## src/inc/pport_pkg.sv

```systemverilog
// package for the parallel port address, pin and slave status block
// assumes a 32-bit avalon-mm slave bus and one core clock
package pport_pkg;
	localparam logic [3:0] ADDR_REG_OFS = 4'h0;
	localparam logic [3:0] PIN_EN_OFS = 4'h4;
	localparam logic [3:0] STATUS_OFS = 4'h8;
	localparam logic [3:0] CTRL_OFS = 4'hC;
	localparam int STAT_IN_ALL = 15;
	localparam int STAT_IN_OVF = 14;
	localparam int STAT_OUT_ALL = 7;
	localparam int STAT_OUT_UNF = 6;
	localparam int CTRL_CSF_LO = 0;
	localparam int CTRL_MUX_LO = 2;
	localparam int CTRL_SLAVE = 4;
	localparam int CTRL_INCM_LO = 5;
	localparam logic [1:0] CSF_ADDR = 2'h0;
	localparam logic [1:0] CSF_ONE_CS = 2'h1;
	localparam logic [1:0] CSF_TWO_CS = 2'h2;
	localparam logic [1:0] INC_UP = 2'h1;
	localparam logic [1:0] INC_DOWN = 2'h2;
	localparam logic [15:0] ADDR_RST = 16'h0000;
	localparam logic [15:0] PIN_EN_RST = 16'h0000;
	localparam logic [3:0] IN_FULL_RST = 4'h0;
	localparam logic [3:0] OUT_EMPTY_RST = 4'hF;
	localparam logic [6:0] CTRL_RST = 7'h00;
	typedef enum logic [1:0] {
		BUS_IDLE = 2'b01,
		BUS_DONE = 2'b10
	} bus_state_e;
	typedef struct packed {
		logic [15:0] address;
		logic [15:0] pin_enable;
		logic [6:0] ctrl;
		logic [3:0] in_full;
		logic [3:0] out_empty;
		logic input_overflow;
		logic output_underflow;
		logic port_error_interrupt;
		logic [15:0] pin_value;
		logic [15:0] pin_owned;
		logic waitreq;
		logic [31:0] rdata;
		bus_state_e bus_state;
	} pport_state_s;
	typedef struct packed {
		logic [3:0] in_write;
		logic [3:0] out_read;
		logic [3:0] sw_in_read;
		logic [3:0] sw_out_write;
		logic xfer_done;
	} buffer_events_s;
endpackage : pport_pkg

```

## src/core/pport_addr_status.sv

```systemverilog
// address register, pin enables and slave buffer status of a parallel port
// assumes buffer events arrive as one-cycle pulses synchronous to core_clk
// Summary of operation
// (RL1) csf 10/01: bit 15 is chip select two
// (RL2) csf 00: bit 15 drives address pin 15
// (RL3) csf 10: bit 14 is chip select one
// (RL4) csf 00/01: bit 14 drives address pin 14
// (RL5) bits 13..0 always form low address
// (RL6) enable 15:14 gives top pins to port
// (RL7) enables 13..2 make address lines
// (RL8) enables 1:0 give address or latch strobes; the code drives no strobes and holds pins 1:0 at zero when multiplexed
// (RL9) status flags meaningful in slave modes only
// (RL10) all-full set when every input buffer full
// (RL11) overflow on write to full input buffer
// (RL12) per-input full flags, cleared by software read
// (RL13) all-empty set when every output buffer empty
// (RL14) underflow on host read of empty buffer
// (RL15) per-output empty flags, cleared by software write
// (RL16) overflow or underflow raises error interrupt
// (RL17) csf encodes 10, 01, 00; 11 reserved
// (RL18) chip select bits skip auto increment
// (RL19) reset: inputs clear, outputs empty, registers zero
// (RL20) sticky errors cleared by writing zero
//
// Design decisions made here: the register addresses and the Avalon-MM interface to the registers.
`timescale 1ns/100ps
module pport_addr_status
	import pport_pkg::*;
(
	// clock and reset
	input wire logic core_clk,
	input wire logic sys_rst,
	input wire logic clk_en,
	// avalon-mm slave
	input wire logic [3:0] avs_address,
	input wire logic avs_read,
	input wire logic avs_write,
	input wire logic [31:0] avs_writedata,
	input wire logic [3:0] avs_byteenable,
	output logic [31:0] avs_readdata,
	output logic avs_waitrequest,
	// buffer events
	input wire buffer_events_s buf_events,
	// pins and interrupt
	output logic [15:0] port_pin_value,
	output logic [15:0] port_pin_owned,
	output logic port_error_interrupt
);
	pport_state_s st_reg;
	pport_state_s st_next;
	logic [1:0] chip_select_function;
	logic [1:0] incm;
	logic slave_mode;
	logic [15:0] wmask;
	logic [15:0] wdat;
	logic [15:0] addr_step;
	logic [15:0] pins;
	logic [3:0] in_full_n;
	logic [3:0] out_empty_n;
	always_comb
	begin
		st_next = st_reg;
		chip_select_function = st_reg.ctrl[CTRL_CSF_LO +: 2];
		incm = st_reg.ctrl[CTRL_INCM_LO +: 2];
		slave_mode = st_reg.ctrl[CTRL_SLAVE];
		wmask = {{8{avs_byteenable[1]}}, {8{avs_byteenable[0]}}};
		wdat = avs_writedata[15:0];
		addr_step = st_reg.address;
		in_full_n = st_reg.in_full;
		out_empty_n = st_reg.out_empty;
		// auto increment; chip select bits held
		if (buf_events.xfer_done && incm == INC_UP)
			addr_step = st_reg.address + 16'h0001;
		else if (buf_events.xfer_done && incm == INC_DOWN)
			addr_step = st_reg.address - 16'h0001;
		if (chip_select_function != CSF_ADDR)
			addr_step[15] = st_reg.address[15]; // RL18
		if (chip_select_function == CSF_TWO_CS)
			addr_step[14] = st_reg.address[14]; // RL18
		st_next.address = addr_step;
		// buffer flags track only in slave modes
		if (slave_mode) // RL9
		begin
			in_full_n = (st_reg.in_full & ~buf_events.sw_in_read) | buf_events.in_write; // RL12
			out_empty_n = (st_reg.out_empty & ~buf_events.sw_out_write)
				| buf_events.out_read; // RL15
		end
		// bus access, one wait cycle
		st_next.waitreq = 1'b1;
		case (st_reg.bus_state)
			BUS_IDLE:
			begin
				if (avs_write)
				begin
					st_next.bus_state = BUS_DONE;
					st_next.waitreq = 1'b0;
					case (avs_address)
						ADDR_REG_OFS:
							st_next.address = (addr_step & ~wmask) | (wdat & wmask);
						PIN_EN_OFS:
							st_next.pin_enable = (st_reg.pin_enable & ~wmask) | (wdat & wmask);
						CTRL_OFS:
							if (avs_byteenable[0])
								st_next.ctrl = avs_writedata[6:0];
						default:
						begin
						end
					endcase
				end
				else if (avs_read)
				begin
					st_next.bus_state = BUS_DONE;
					st_next.waitreq = 1'b0;
					case (avs_address)
						ADDR_REG_OFS: st_next.rdata = {16'h0000, st_reg.address};
						PIN_EN_OFS: st_next.rdata = {16'h0000, st_reg.pin_enable};
						STATUS_OFS: st_next.rdata = {16'h0000,
							&st_reg.in_full, st_reg.input_overflow, 2'b00, st_reg.in_full, // RL10
							&st_reg.out_empty, st_reg.output_underflow, 2'b00, // RL13
							st_reg.out_empty};
						CTRL_OFS: st_next.rdata = {25'h0, st_reg.ctrl};
						default: st_next.rdata = 32'h00000000;
					endcase
				end
			end
			BUS_DONE:
				st_next.bus_state = BUS_IDLE;
			default:
				st_next.bus_state = BUS_IDLE;
		endcase
		// sticky errors: write zero clears, set wins
		if (st_reg.bus_state == BUS_IDLE && avs_write && avs_address == STATUS_OFS)
		begin
			if (avs_byteenable[1] && !avs_writedata[STAT_IN_OVF])
				st_next.input_overflow = 1'b0; // RL20
			if (avs_byteenable[0] && !avs_writedata[STAT_OUT_UNF])
				st_next.output_underflow = 1'b0; // RL20
		end
		if (slave_mode && |(buf_events.in_write & st_reg.in_full))
			st_next.input_overflow = 1'b1; // RL11
		if (slave_mode && |(buf_events.out_read & st_reg.out_empty))
			st_next.output_underflow = 1'b1; // RL14
		st_next.in_full = in_full_n;
		st_next.out_empty = out_empty_n;
		st_next.port_error_interrupt = st_next.input_overflow | st_next.output_underflow; // RL16
		// pin mapping from next register values
		pins = {2'b00, st_next.address[13:0]}; // RL5
		case (st_next.ctrl[CTRL_CSF_LO +: 2]) // RL17
			CSF_TWO_CS: pins[15:14] = st_next.address[15:14]; // RL1 RL3
			CSF_ONE_CS: pins[15:14] = st_next.address[15:14]; // RL1 RL4
			CSF_ADDR: pins[15:14] = st_next.address[15:14]; // RL2 RL4
			default: pins[15:14] = 2'b00;
		endcase
		// low address pins forced to zero when multiplexed
		if (st_next.ctrl[CTRL_MUX_LO +: 2] != 2'b00)
			pins[1:0] = 2'b00; // RL8
		st_next.pin_value = pins & st_next.pin_enable;
		st_next.pin_owned = st_next.pin_enable; // RL6 RL7 RL8
		if (st_next.ctrl[CTRL_CSF_LO +: 2] == 2'b11)
			st_next.pin_owned[15:14] = 2'b00;
	end
	always_ff @(posedge core_clk or posedge sys_rst)
	begin
		if (sys_rst)
		begin
			st_reg <= '0;
			st_reg.address <= ADDR_RST; // RL19
			st_reg.pin_enable <= PIN_EN_RST; // RL19
			st_reg.ctrl <= CTRL_RST;
			st_reg.in_full <= IN_FULL_RST; // RL19
			st_reg.out_empty <= OUT_EMPTY_RST; // RL19
			st_reg.waitreq <= 1'b1;
			st_reg.bus_state <= BUS_IDLE;
		end
		else if (clk_en)
			st_reg <= st_next;
	end
	assign avs_readdata = st_reg.rdata;
	assign avs_waitrequest = st_reg.waitreq;
	assign port_pin_value = st_reg.pin_value;
	assign port_pin_owned = st_reg.pin_owned;
	assign port_error_interrupt = st_reg.port_error_interrupt;
	overflow_sets_a: assert property (@(posedge core_clk) disable iff (sys_rst) // RL11
		clk_en && st_reg.ctrl[CTRL_SLAVE] && |(buf_events.in_write & st_reg.in_full)
		|=> st_reg.input_overflow)
		else $error("overflow not set");
	underflow_sets_a: assert property (@(posedge core_clk) disable iff (sys_rst) // RL14
		clk_en && st_reg.ctrl[CTRL_SLAVE] && |(buf_events.out_read & st_reg.out_empty)
		|=> st_reg.output_underflow)
		else $error("underflow not set");
	error_irq_a: assert property (@(posedge core_clk) disable iff (sys_rst) // RL16
		port_error_interrupt == (st_reg.input_overflow | st_reg.output_underflow))
		else $error("error interrupt mismatch");
	full_clear_a: assert property (@(posedge core_clk) disable iff (sys_rst) // RL12
		clk_en && st_reg.ctrl[CTRL_SLAVE] && buf_events.sw_in_read[0]
		&& !buf_events.in_write[0] |=> !st_reg.in_full[0])
		else $error("full flag not cleared");
	empty_clear_a: assert property (@(posedge core_clk) disable iff (sys_rst) // RL15
		clk_en && st_reg.ctrl[CTRL_SLAVE] && buf_events.sw_out_write[0]
		&& !buf_events.out_read[0] |=> !st_reg.out_empty[0])
		else $error("empty flag not cleared");
	cs_hold_a: assert property (@(posedge core_clk) disable iff (sys_rst) // RL18
		clk_en && !avs_write && st_reg.ctrl[CTRL_CSF_LO +: 2] == CSF_TWO_CS
		|=> $stable(st_reg.address[15:14]))
		else $error("chip select bits changed");
	low_addr_a: assert property (@(posedge core_clk) disable iff (sys_rst) // RL5 RL7
		port_pin_value[13:2] == (st_reg.address[13:2] & st_reg.pin_enable[13:2]))
		else $error("low address pins wrong");
	bus_answer_a: assert property (@(posedge core_clk) disable iff (sys_rst)
		clk_en && st_reg.bus_state == BUS_IDLE && (avs_read || avs_write)
		|=> !avs_waitrequest ##1 avs_waitrequest)
		else $error("bus answer timing wrong");
	sticky_clear_a: assert property (@(posedge core_clk) disable iff (sys_rst) // RL20
		clk_en && st_reg.bus_state == BUS_IDLE && avs_write && avs_address == STATUS_OFS
		&& avs_byteenable[1] && avs_writedata[STAT_IN_OVF] && !st_reg.input_overflow
		&& !(|buf_events.in_write) |=> !st_reg.input_overflow)
		else $error("write one set overflow");
	pin_owned_a: assert property (@(posedge core_clk) disable iff (sys_rst) // RL7
		port_pin_owned[13:0]
		== st_reg.pin_enable[13:0])
		else $error("owned low pins wrong");
	top_owned_a: assert property (@(posedge core_clk) disable iff (sys_rst) // RL6 RL17
		port_pin_owned[15:14] == ((st_reg.ctrl[CTRL_CSF_LO +: 2] == 2'b11)
		? 2'b00 : st_reg.pin_enable[15:14]))
		else $error("owned top pins wrong");
	top_pins_a: assert property (@(posedge core_clk) disable iff (sys_rst) // RL1 RL2 RL3 RL4
		st_reg.ctrl[CTRL_CSF_LO +: 2] != 2'b11
		|-> port_pin_value[15:14] == (st_reg.address[15:14] & st_reg.pin_enable[15:14]))
		else $error("top pins wrong");
	latch_pins_a: assert property (@(posedge core_clk) disable iff (sys_rst) // RL8
		st_reg.ctrl[CTRL_MUX_LO +: 2] != 2'b00
		|-> port_pin_value[1:0] == 2'b00)
		else $error("latch pins wrong");
	addr_pins_a: assert property (@(posedge core_clk) disable iff (sys_rst) // RL8
		st_reg.ctrl[CTRL_MUX_LO +: 2] == 2'b00
		|-> port_pin_value[1:0] == (st_reg.address[1:0] & st_reg.pin_enable[1:0]))
		else $error("low address pins wrong");
	all_full_a: assert property (@(posedge core_clk) disable iff (sys_rst) // RL10
		clk_en && st_reg.bus_state == BUS_IDLE && !avs_write && avs_read
		&& avs_address == STATUS_OFS |=> avs_readdata[STAT_IN_ALL] == (&$past(st_reg.in_full)))
		else $error("all full flag wrong");
	all_empty_a: assert property (@(posedge core_clk) disable iff (sys_rst) // RL13
		clk_en && st_reg.bus_state == BUS_IDLE && !avs_write && avs_read
		&& avs_address == STATUS_OFS |=> avs_readdata[STAT_OUT_ALL] == (&$past(st_reg.out_empty)))
		else $error("all empty flag wrong");
	status_hi_a: assert property (@(posedge core_clk) disable iff (sys_rst) // RL12
		clk_en && st_reg.bus_state == BUS_IDLE && !avs_write && avs_read
		&& avs_address == STATUS_OFS |=> avs_readdata[11:8] == $past(st_reg.in_full))
		else $error("full flags read wrong");
	status_lo_a: assert property (@(posedge core_clk) disable iff (sys_rst) // RL15
		clk_en && st_reg.bus_state == BUS_IDLE && !avs_write && avs_read
		&& avs_address == STATUS_OFS |=> avs_readdata[3:0] == $past(st_reg.out_empty))
		else $error("empty flags read wrong");
	master_hold_a: assert property (@(posedge core_clk) disable iff (sys_rst) // RL9
		clk_en && !st_reg.ctrl[CTRL_SLAVE]
		|=> $stable({st_reg.in_full, st_reg.out_empty}))
		else $error("flags moved in master mode");
	freeze_hold_a: assert property (@(posedge core_clk) disable iff (sys_rst)
		!clk_en
		|=> $stable(st_reg))
		else $error("state moved while frozen");
	overflow_keep_a: assert property (@(posedge core_clk) disable iff (sys_rst) // RL11
		st_reg.input_overflow && !(clk_en && st_reg.bus_state == BUS_IDLE && avs_write
		&& avs_address == STATUS_OFS) |=> st_reg.input_overflow)
		else $error("overflow cleared by hardware");
	underflow_keep_a: assert property (@(posedge core_clk) disable iff (sys_rst) // RL14
		st_reg.output_underflow && !(clk_en && st_reg.bus_state == BUS_IDLE && avs_write
		&& avs_address == STATUS_OFS) |=> st_reg.output_underflow)
		else $error("underflow cleared by hardware");
	full_set_a: assert property (@(posedge core_clk) disable iff (sys_rst) // RL12
		clk_en && st_reg.ctrl[CTRL_SLAVE] && buf_events.in_write[0]
		|=> st_reg.in_full[0])
		else $error("full flag not set");
	empty_set_a: assert property (@(posedge core_clk) disable iff (sys_rst) // RL15
		clk_en && st_reg.ctrl[CTRL_SLAVE] && buf_events.out_read[0]
		|=> st_reg.out_empty[0])
		else $error("empty flag not set");
	pin_write_a: assert property (@(posedge core_clk) disable iff (sys_rst) // RL6 RL7
		clk_en && st_reg.bus_state == BUS_IDLE && avs_write && avs_address == PIN_EN_OFS
		&& avs_byteenable[1:0] == 2'b11 |=> st_reg.pin_enable == $past(avs_writedata[15:0]))
		else $error("pin enable write lost");
	addr_write_a: assert property (@(posedge core_clk) disable iff (sys_rst) // RL5
		clk_en && st_reg.bus_state == BUS_IDLE && avs_write && avs_address == ADDR_REG_OFS
		&& avs_byteenable[1:0] == 2'b11 |=> st_reg.address == $past(avs_writedata[15:0]))
		else $error("address write lost");
	read_upper_a: assert property (@(posedge core_clk) disable iff (sys_rst)
		clk_en && st_reg.bus_state == BUS_IDLE && !avs_write && avs_read
		|=> avs_readdata[31:16] == 16'h0000)
		else $error("upper read half not zero");
	cs_one_hold_a: assert property (@(posedge core_clk) disable iff (sys_rst) // RL18
		clk_en && !avs_write && st_reg.ctrl[CTRL_CSF_LO +: 2] == CSF_ONE_CS
		|=> $stable(st_reg.address[15]))
		else $error("chip select two bit changed");
	irq_follow_a: assert property (@(posedge core_clk) disable iff (sys_rst) // RL16
		st_reg.input_overflow || st_reg.output_underflow
		|-> port_error_interrupt)
		else $error("error interrupt missing");
	answer_once_a: assert property (@(posedge core_clk) disable iff (sys_rst)
		clk_en && st_reg.bus_state == BUS_DONE
		|=> avs_waitrequest)
		else $error("answer held too long");
endmodule : pport_addr_status

```

## config.mk

```make
export PLATFORM = sky130hd
export DESIGN_NAME = pport_addr_status
export DESIGN_NICKNAME = d
export VERILOG_FILES = /design/src/inc/pport_pkg.sv /design/src/core/pport_addr_status.sv
export SDC_FILE = /design/constraint.sdc
export NUM_CORES = 1
export LEC_CHECK = 0
export ABC_AREA = 1
export BUFFER_PORTS_ARGS = -buffer_cell sky130_fd_sc_hd__buf_2
export CAP_MARGIN = 20
export CORE_UTILIZATION = 49
export CTS_CLUSTER_SIZE = 24
export DETAILED_ROUTE_END_ITERATION = 8
export GPL_TIMING_DRIVEN = 0
export PLACE_DENSITY = 0.77
export SYNTH_ARGS = -nofsm -noshare
export SYNTH_HDL_FRONTEND = slang
export SYNTH_SLANG_ARGS = --single-unit
```

## constraint.sdc

```tcl
create_clock -name core_clk -period 2.78 [get_ports core_clk]
set_input_delay 0.417 -clock core_clk [delete_from_list [all_inputs] [get_ports core_clk]]
set_output_delay 0.417 -clock core_clk [all_outputs]
set_load 0.005 [all_outputs]
```

==> results by group <==
Drt
  • Vias per inst: 5.35
  • Number of design-rule violations left by the first detailed-router iteration: 390
  • Routed Wire Length: 15.6 mm
  • Initial DRT Pass Iterations: 5
  • Final antenna-violating net count: 0
  • DRC violation count after routing: 0
  • Avg WL per Cell: 16.2 µm
  • Number of vias in the routed layout: 5153

STA
  • Slew Limit Headroom: 51.2%
  • Worst-margin pin slew: 0.732 ns
  • Number of hold-slack violations in the final timing report: 0
  • Final count of negative-setup-slack endpoints: 0
  • Worst clock skew: 0.0114 ns
  • Final-report max-slew violation count: 0
  • Period utilization: 70.1%
  • Unrepaired setup endpoints after global routing: false
  • Clock period minus worst slack: 1.95 ns
  • F_max: 513 MHz

Logic synthesis
  • Fraction of synthesized cell area taken by the top area cell type: 37.9%
  • Number of warnings reported in the yosys synthesis log: 0
  • Post-synthesis instance total: 703
  • Mean cell area of the mapped netlist: 7.60 µm²
  • Yosys top cell by area: dfrtp_1
  • Sequential fraction of the synthesis area: 40.9%
  • Post-synthesis cell area: 5340 µm²
  • Post-synthesis cell type count: 44
  • #FFs+latches synth: 87
  • Area contributors post-synth: dfrtp_1, nand2_1, buf_4, inv_1, nand3_1

Clock tree
  • Number of H-tree branching levels: 3
  • Clock tree from TritonCTS: built
  • Worst-Skew Late Latency: 0.38 ns
  • Clock root buffer: clkbuf_8
  • Inserted Clock Buffers: 9
  • Buffer depth of the longest clock path: 2
  • Hold_buf cts: 0
  • Number of clock sinks seen by CTS: 87
  • Post-CTS Setup Repair Bufs: 0
  • Cts repair resizes: 0
  • Clock-pin transition on the worst setup and hold timing paths: 0.09 ns

Cells and area
  • Final design instance area without fill: 6260 µm²
  • Area occupied by multi-input gates: 2350 µm²
  • Antenna Cells: 0
  • Area added between synthesis and finish: 17.2%
  • Share of layout cells above drive strength 1: 27.4%
  • FILL cells: 998
  • Net count, final: 887
  • Number of flip-flops under the largest register name: 46
  • Utilization after layout: 59.9%
  • Register area: 2180 µm²

Global routing
  • Total congestion overflow: 0
  • Global-route wire length before repair: 25.4 mm
  • Vias in the first global route: 4884
  • Maximum number of pins on one net before global-route repair: 53
  • Overall Global Routing Usage: 29.6%
  • Antenna violations before repair: 0

Floorplanning
  • Core area: 10500 µm²
  • Die Outline Area: 11300 µm²
  • Y dimension of the die: 106 µm
  • Effective utilization at floorplan: 51.1%
  • Die width: 106 µm
  • Core Rows: 37
  • I/O pin count: 128

Placement
  • Post-DP Area: 6070 µm²
  • Quantity of I/O buffers inserted on ports: 93
  • HPWL after DPL: 12.0 mm
  • Final RePlAce weighted congestion: 0.934

Critical path
  • Type of destination of the critical path: flop
  • Category of the worst setup path launch point: flop
  • Data required, critical path: 3.05 ns
  • Crit path DAT: 2.22 ns
  • Critical path class: flop to flop
  • CP max FO: 7

Run
  • Max capacitance violation total: 0

Power and ir drop
  • Areal power density over the cells: 583 nW/µm²
  • PnR Total Power: 3.65 mW
  • Leakage power: 3.25 nW
  • Worst vdd ir: 0.331 mV

Run status
  • Result of the run: completed

Hold path
  • Hold Crit Class: input port to asynchronous set/reset pin
-- routing by layer --
layer / global-route usage [%] / routed length [µm]
met1: 40.0 / 7030
met2: 48.2 / 7190
met3: 4.11 / 975
met4: 11.0 / 381
met5: 0 / 0
-- critical path, stage by stage, from the launching register on --
cell     delay, ns
dfstp_2       0.57
nand3_2       0.15
nor2_4        0.24
nand2_1       0.14
nor2_1        0.12
nor2_1        0.06
nor2_1        0.34
nor2_1        0.07
nand3_1       0.11
nand2_1       0.05
-- power breakdown --
group	total, mW	switching [mW]	internal [mW]
clock network	0.925	0.501	0.424
logic	1.04	0.600	0.441
registers	1.68	0.196	1.49
total	3.65	1.30	2.35
-- final timing paths --
| check | cells past startpoint | slack (ns) | to | startpoint |
|---|---|---|---|---|
| min reg2reg | 2 | 0.49 | avs_waitrequest$_DFFE_PP1P_ | avs_waitrequest$_DFFE_PP1P_ |
| max | 9 | 0.83 | port_pin_value[14]$_DFFE_PP0P_ | st_reg[0]$_DFFE_PP1P_ |
| max reg2reg | 9 | 0.83 | port_pin_value[14]$_DFFE_PP0P_ | st_reg[0]$_DFFE_PP1P_ |
| min | 2 | 0.07 | st_reg[100]$_DFFE_PP0P_ | sys_rst |
| min in group core_clk | 3 | 0.27 | st_reg[71]$_DFFE_PP1P_ | buf_events[10] |
| max in group asynchronous | 3 | 2.04 | st_reg[73]$_DFFE_PP1P_ | sys_rst |
-- synth_stat cells (all sizes together) --
library cell and number:
xor2 3, dfstp 6, a41oi 2, clkinv 1
ha 2, dfrtp 81, nor2 53, nand2 176
nand3 53, a32o 4, conb 1, clkbuf 11
mux2 1, nor3 3, inv 73, nand4 4
nor4 1, a21oi 23, buf 75, nand3b 2
o21bai 6, or2 7, o211ai 3, a21o 2
o21a 2, a211oi 2, a31oi 1, a221oi 6
o21ai 78, o22ai 21
-- logic make-up after synthesis --
logic type / Yosys count / synth area share (%)
AOI/OAI and AO/OA: 150 / 16.4
xor gates and xnor gates: 3 / 0.492
adders and majority gates: 2 / 0.468
buffers and inverters: 160 / 16.2
DFF: 87 / 40.9
muxes: 1 / 0.211
other: 1 / 0.0702
and+or+nand+nor: 299 / 25.3
-- layout make-up --
class	count	share of cell area (%)
sequential	87	34.9
timing repair buffer	94	7.87
multi-input combinational	471	37.5
clock buffer	10	2.04
tap	136	2.72
buffer	86	9.35
inverter	74	4.50
clock inverter	6	1.10
-- stage by stage --
stage	worst slack [ns]	cells	hold WS, ns	setup TNS [ns]
after global routing	0.736	964	0.108	0
final	0.830	964	0.0679	0
after CTS	0.848	964	0.0882	0
after floorplan	0.123	718	0.443	0
after global placement	-0.930	947	0.455	-75.28
after detailed placement	0.582	948	0.471	0
-- layout by cell type, fill, tap and decap left out, types with 21 or more instances in the layout --
cell,Yosys,layout
buf_4,64,64
nand3_1,46,46
a21oi_1,22,22
o21ai_1,30,30
o21ai_0,46,46
inv_1,65,64
o22ai_1,21,21
nand2_1,171,171
dfrtp_1,81,81
buf_2,6,99
nor2_1,47,47
(Power assumes the default switching activity.)
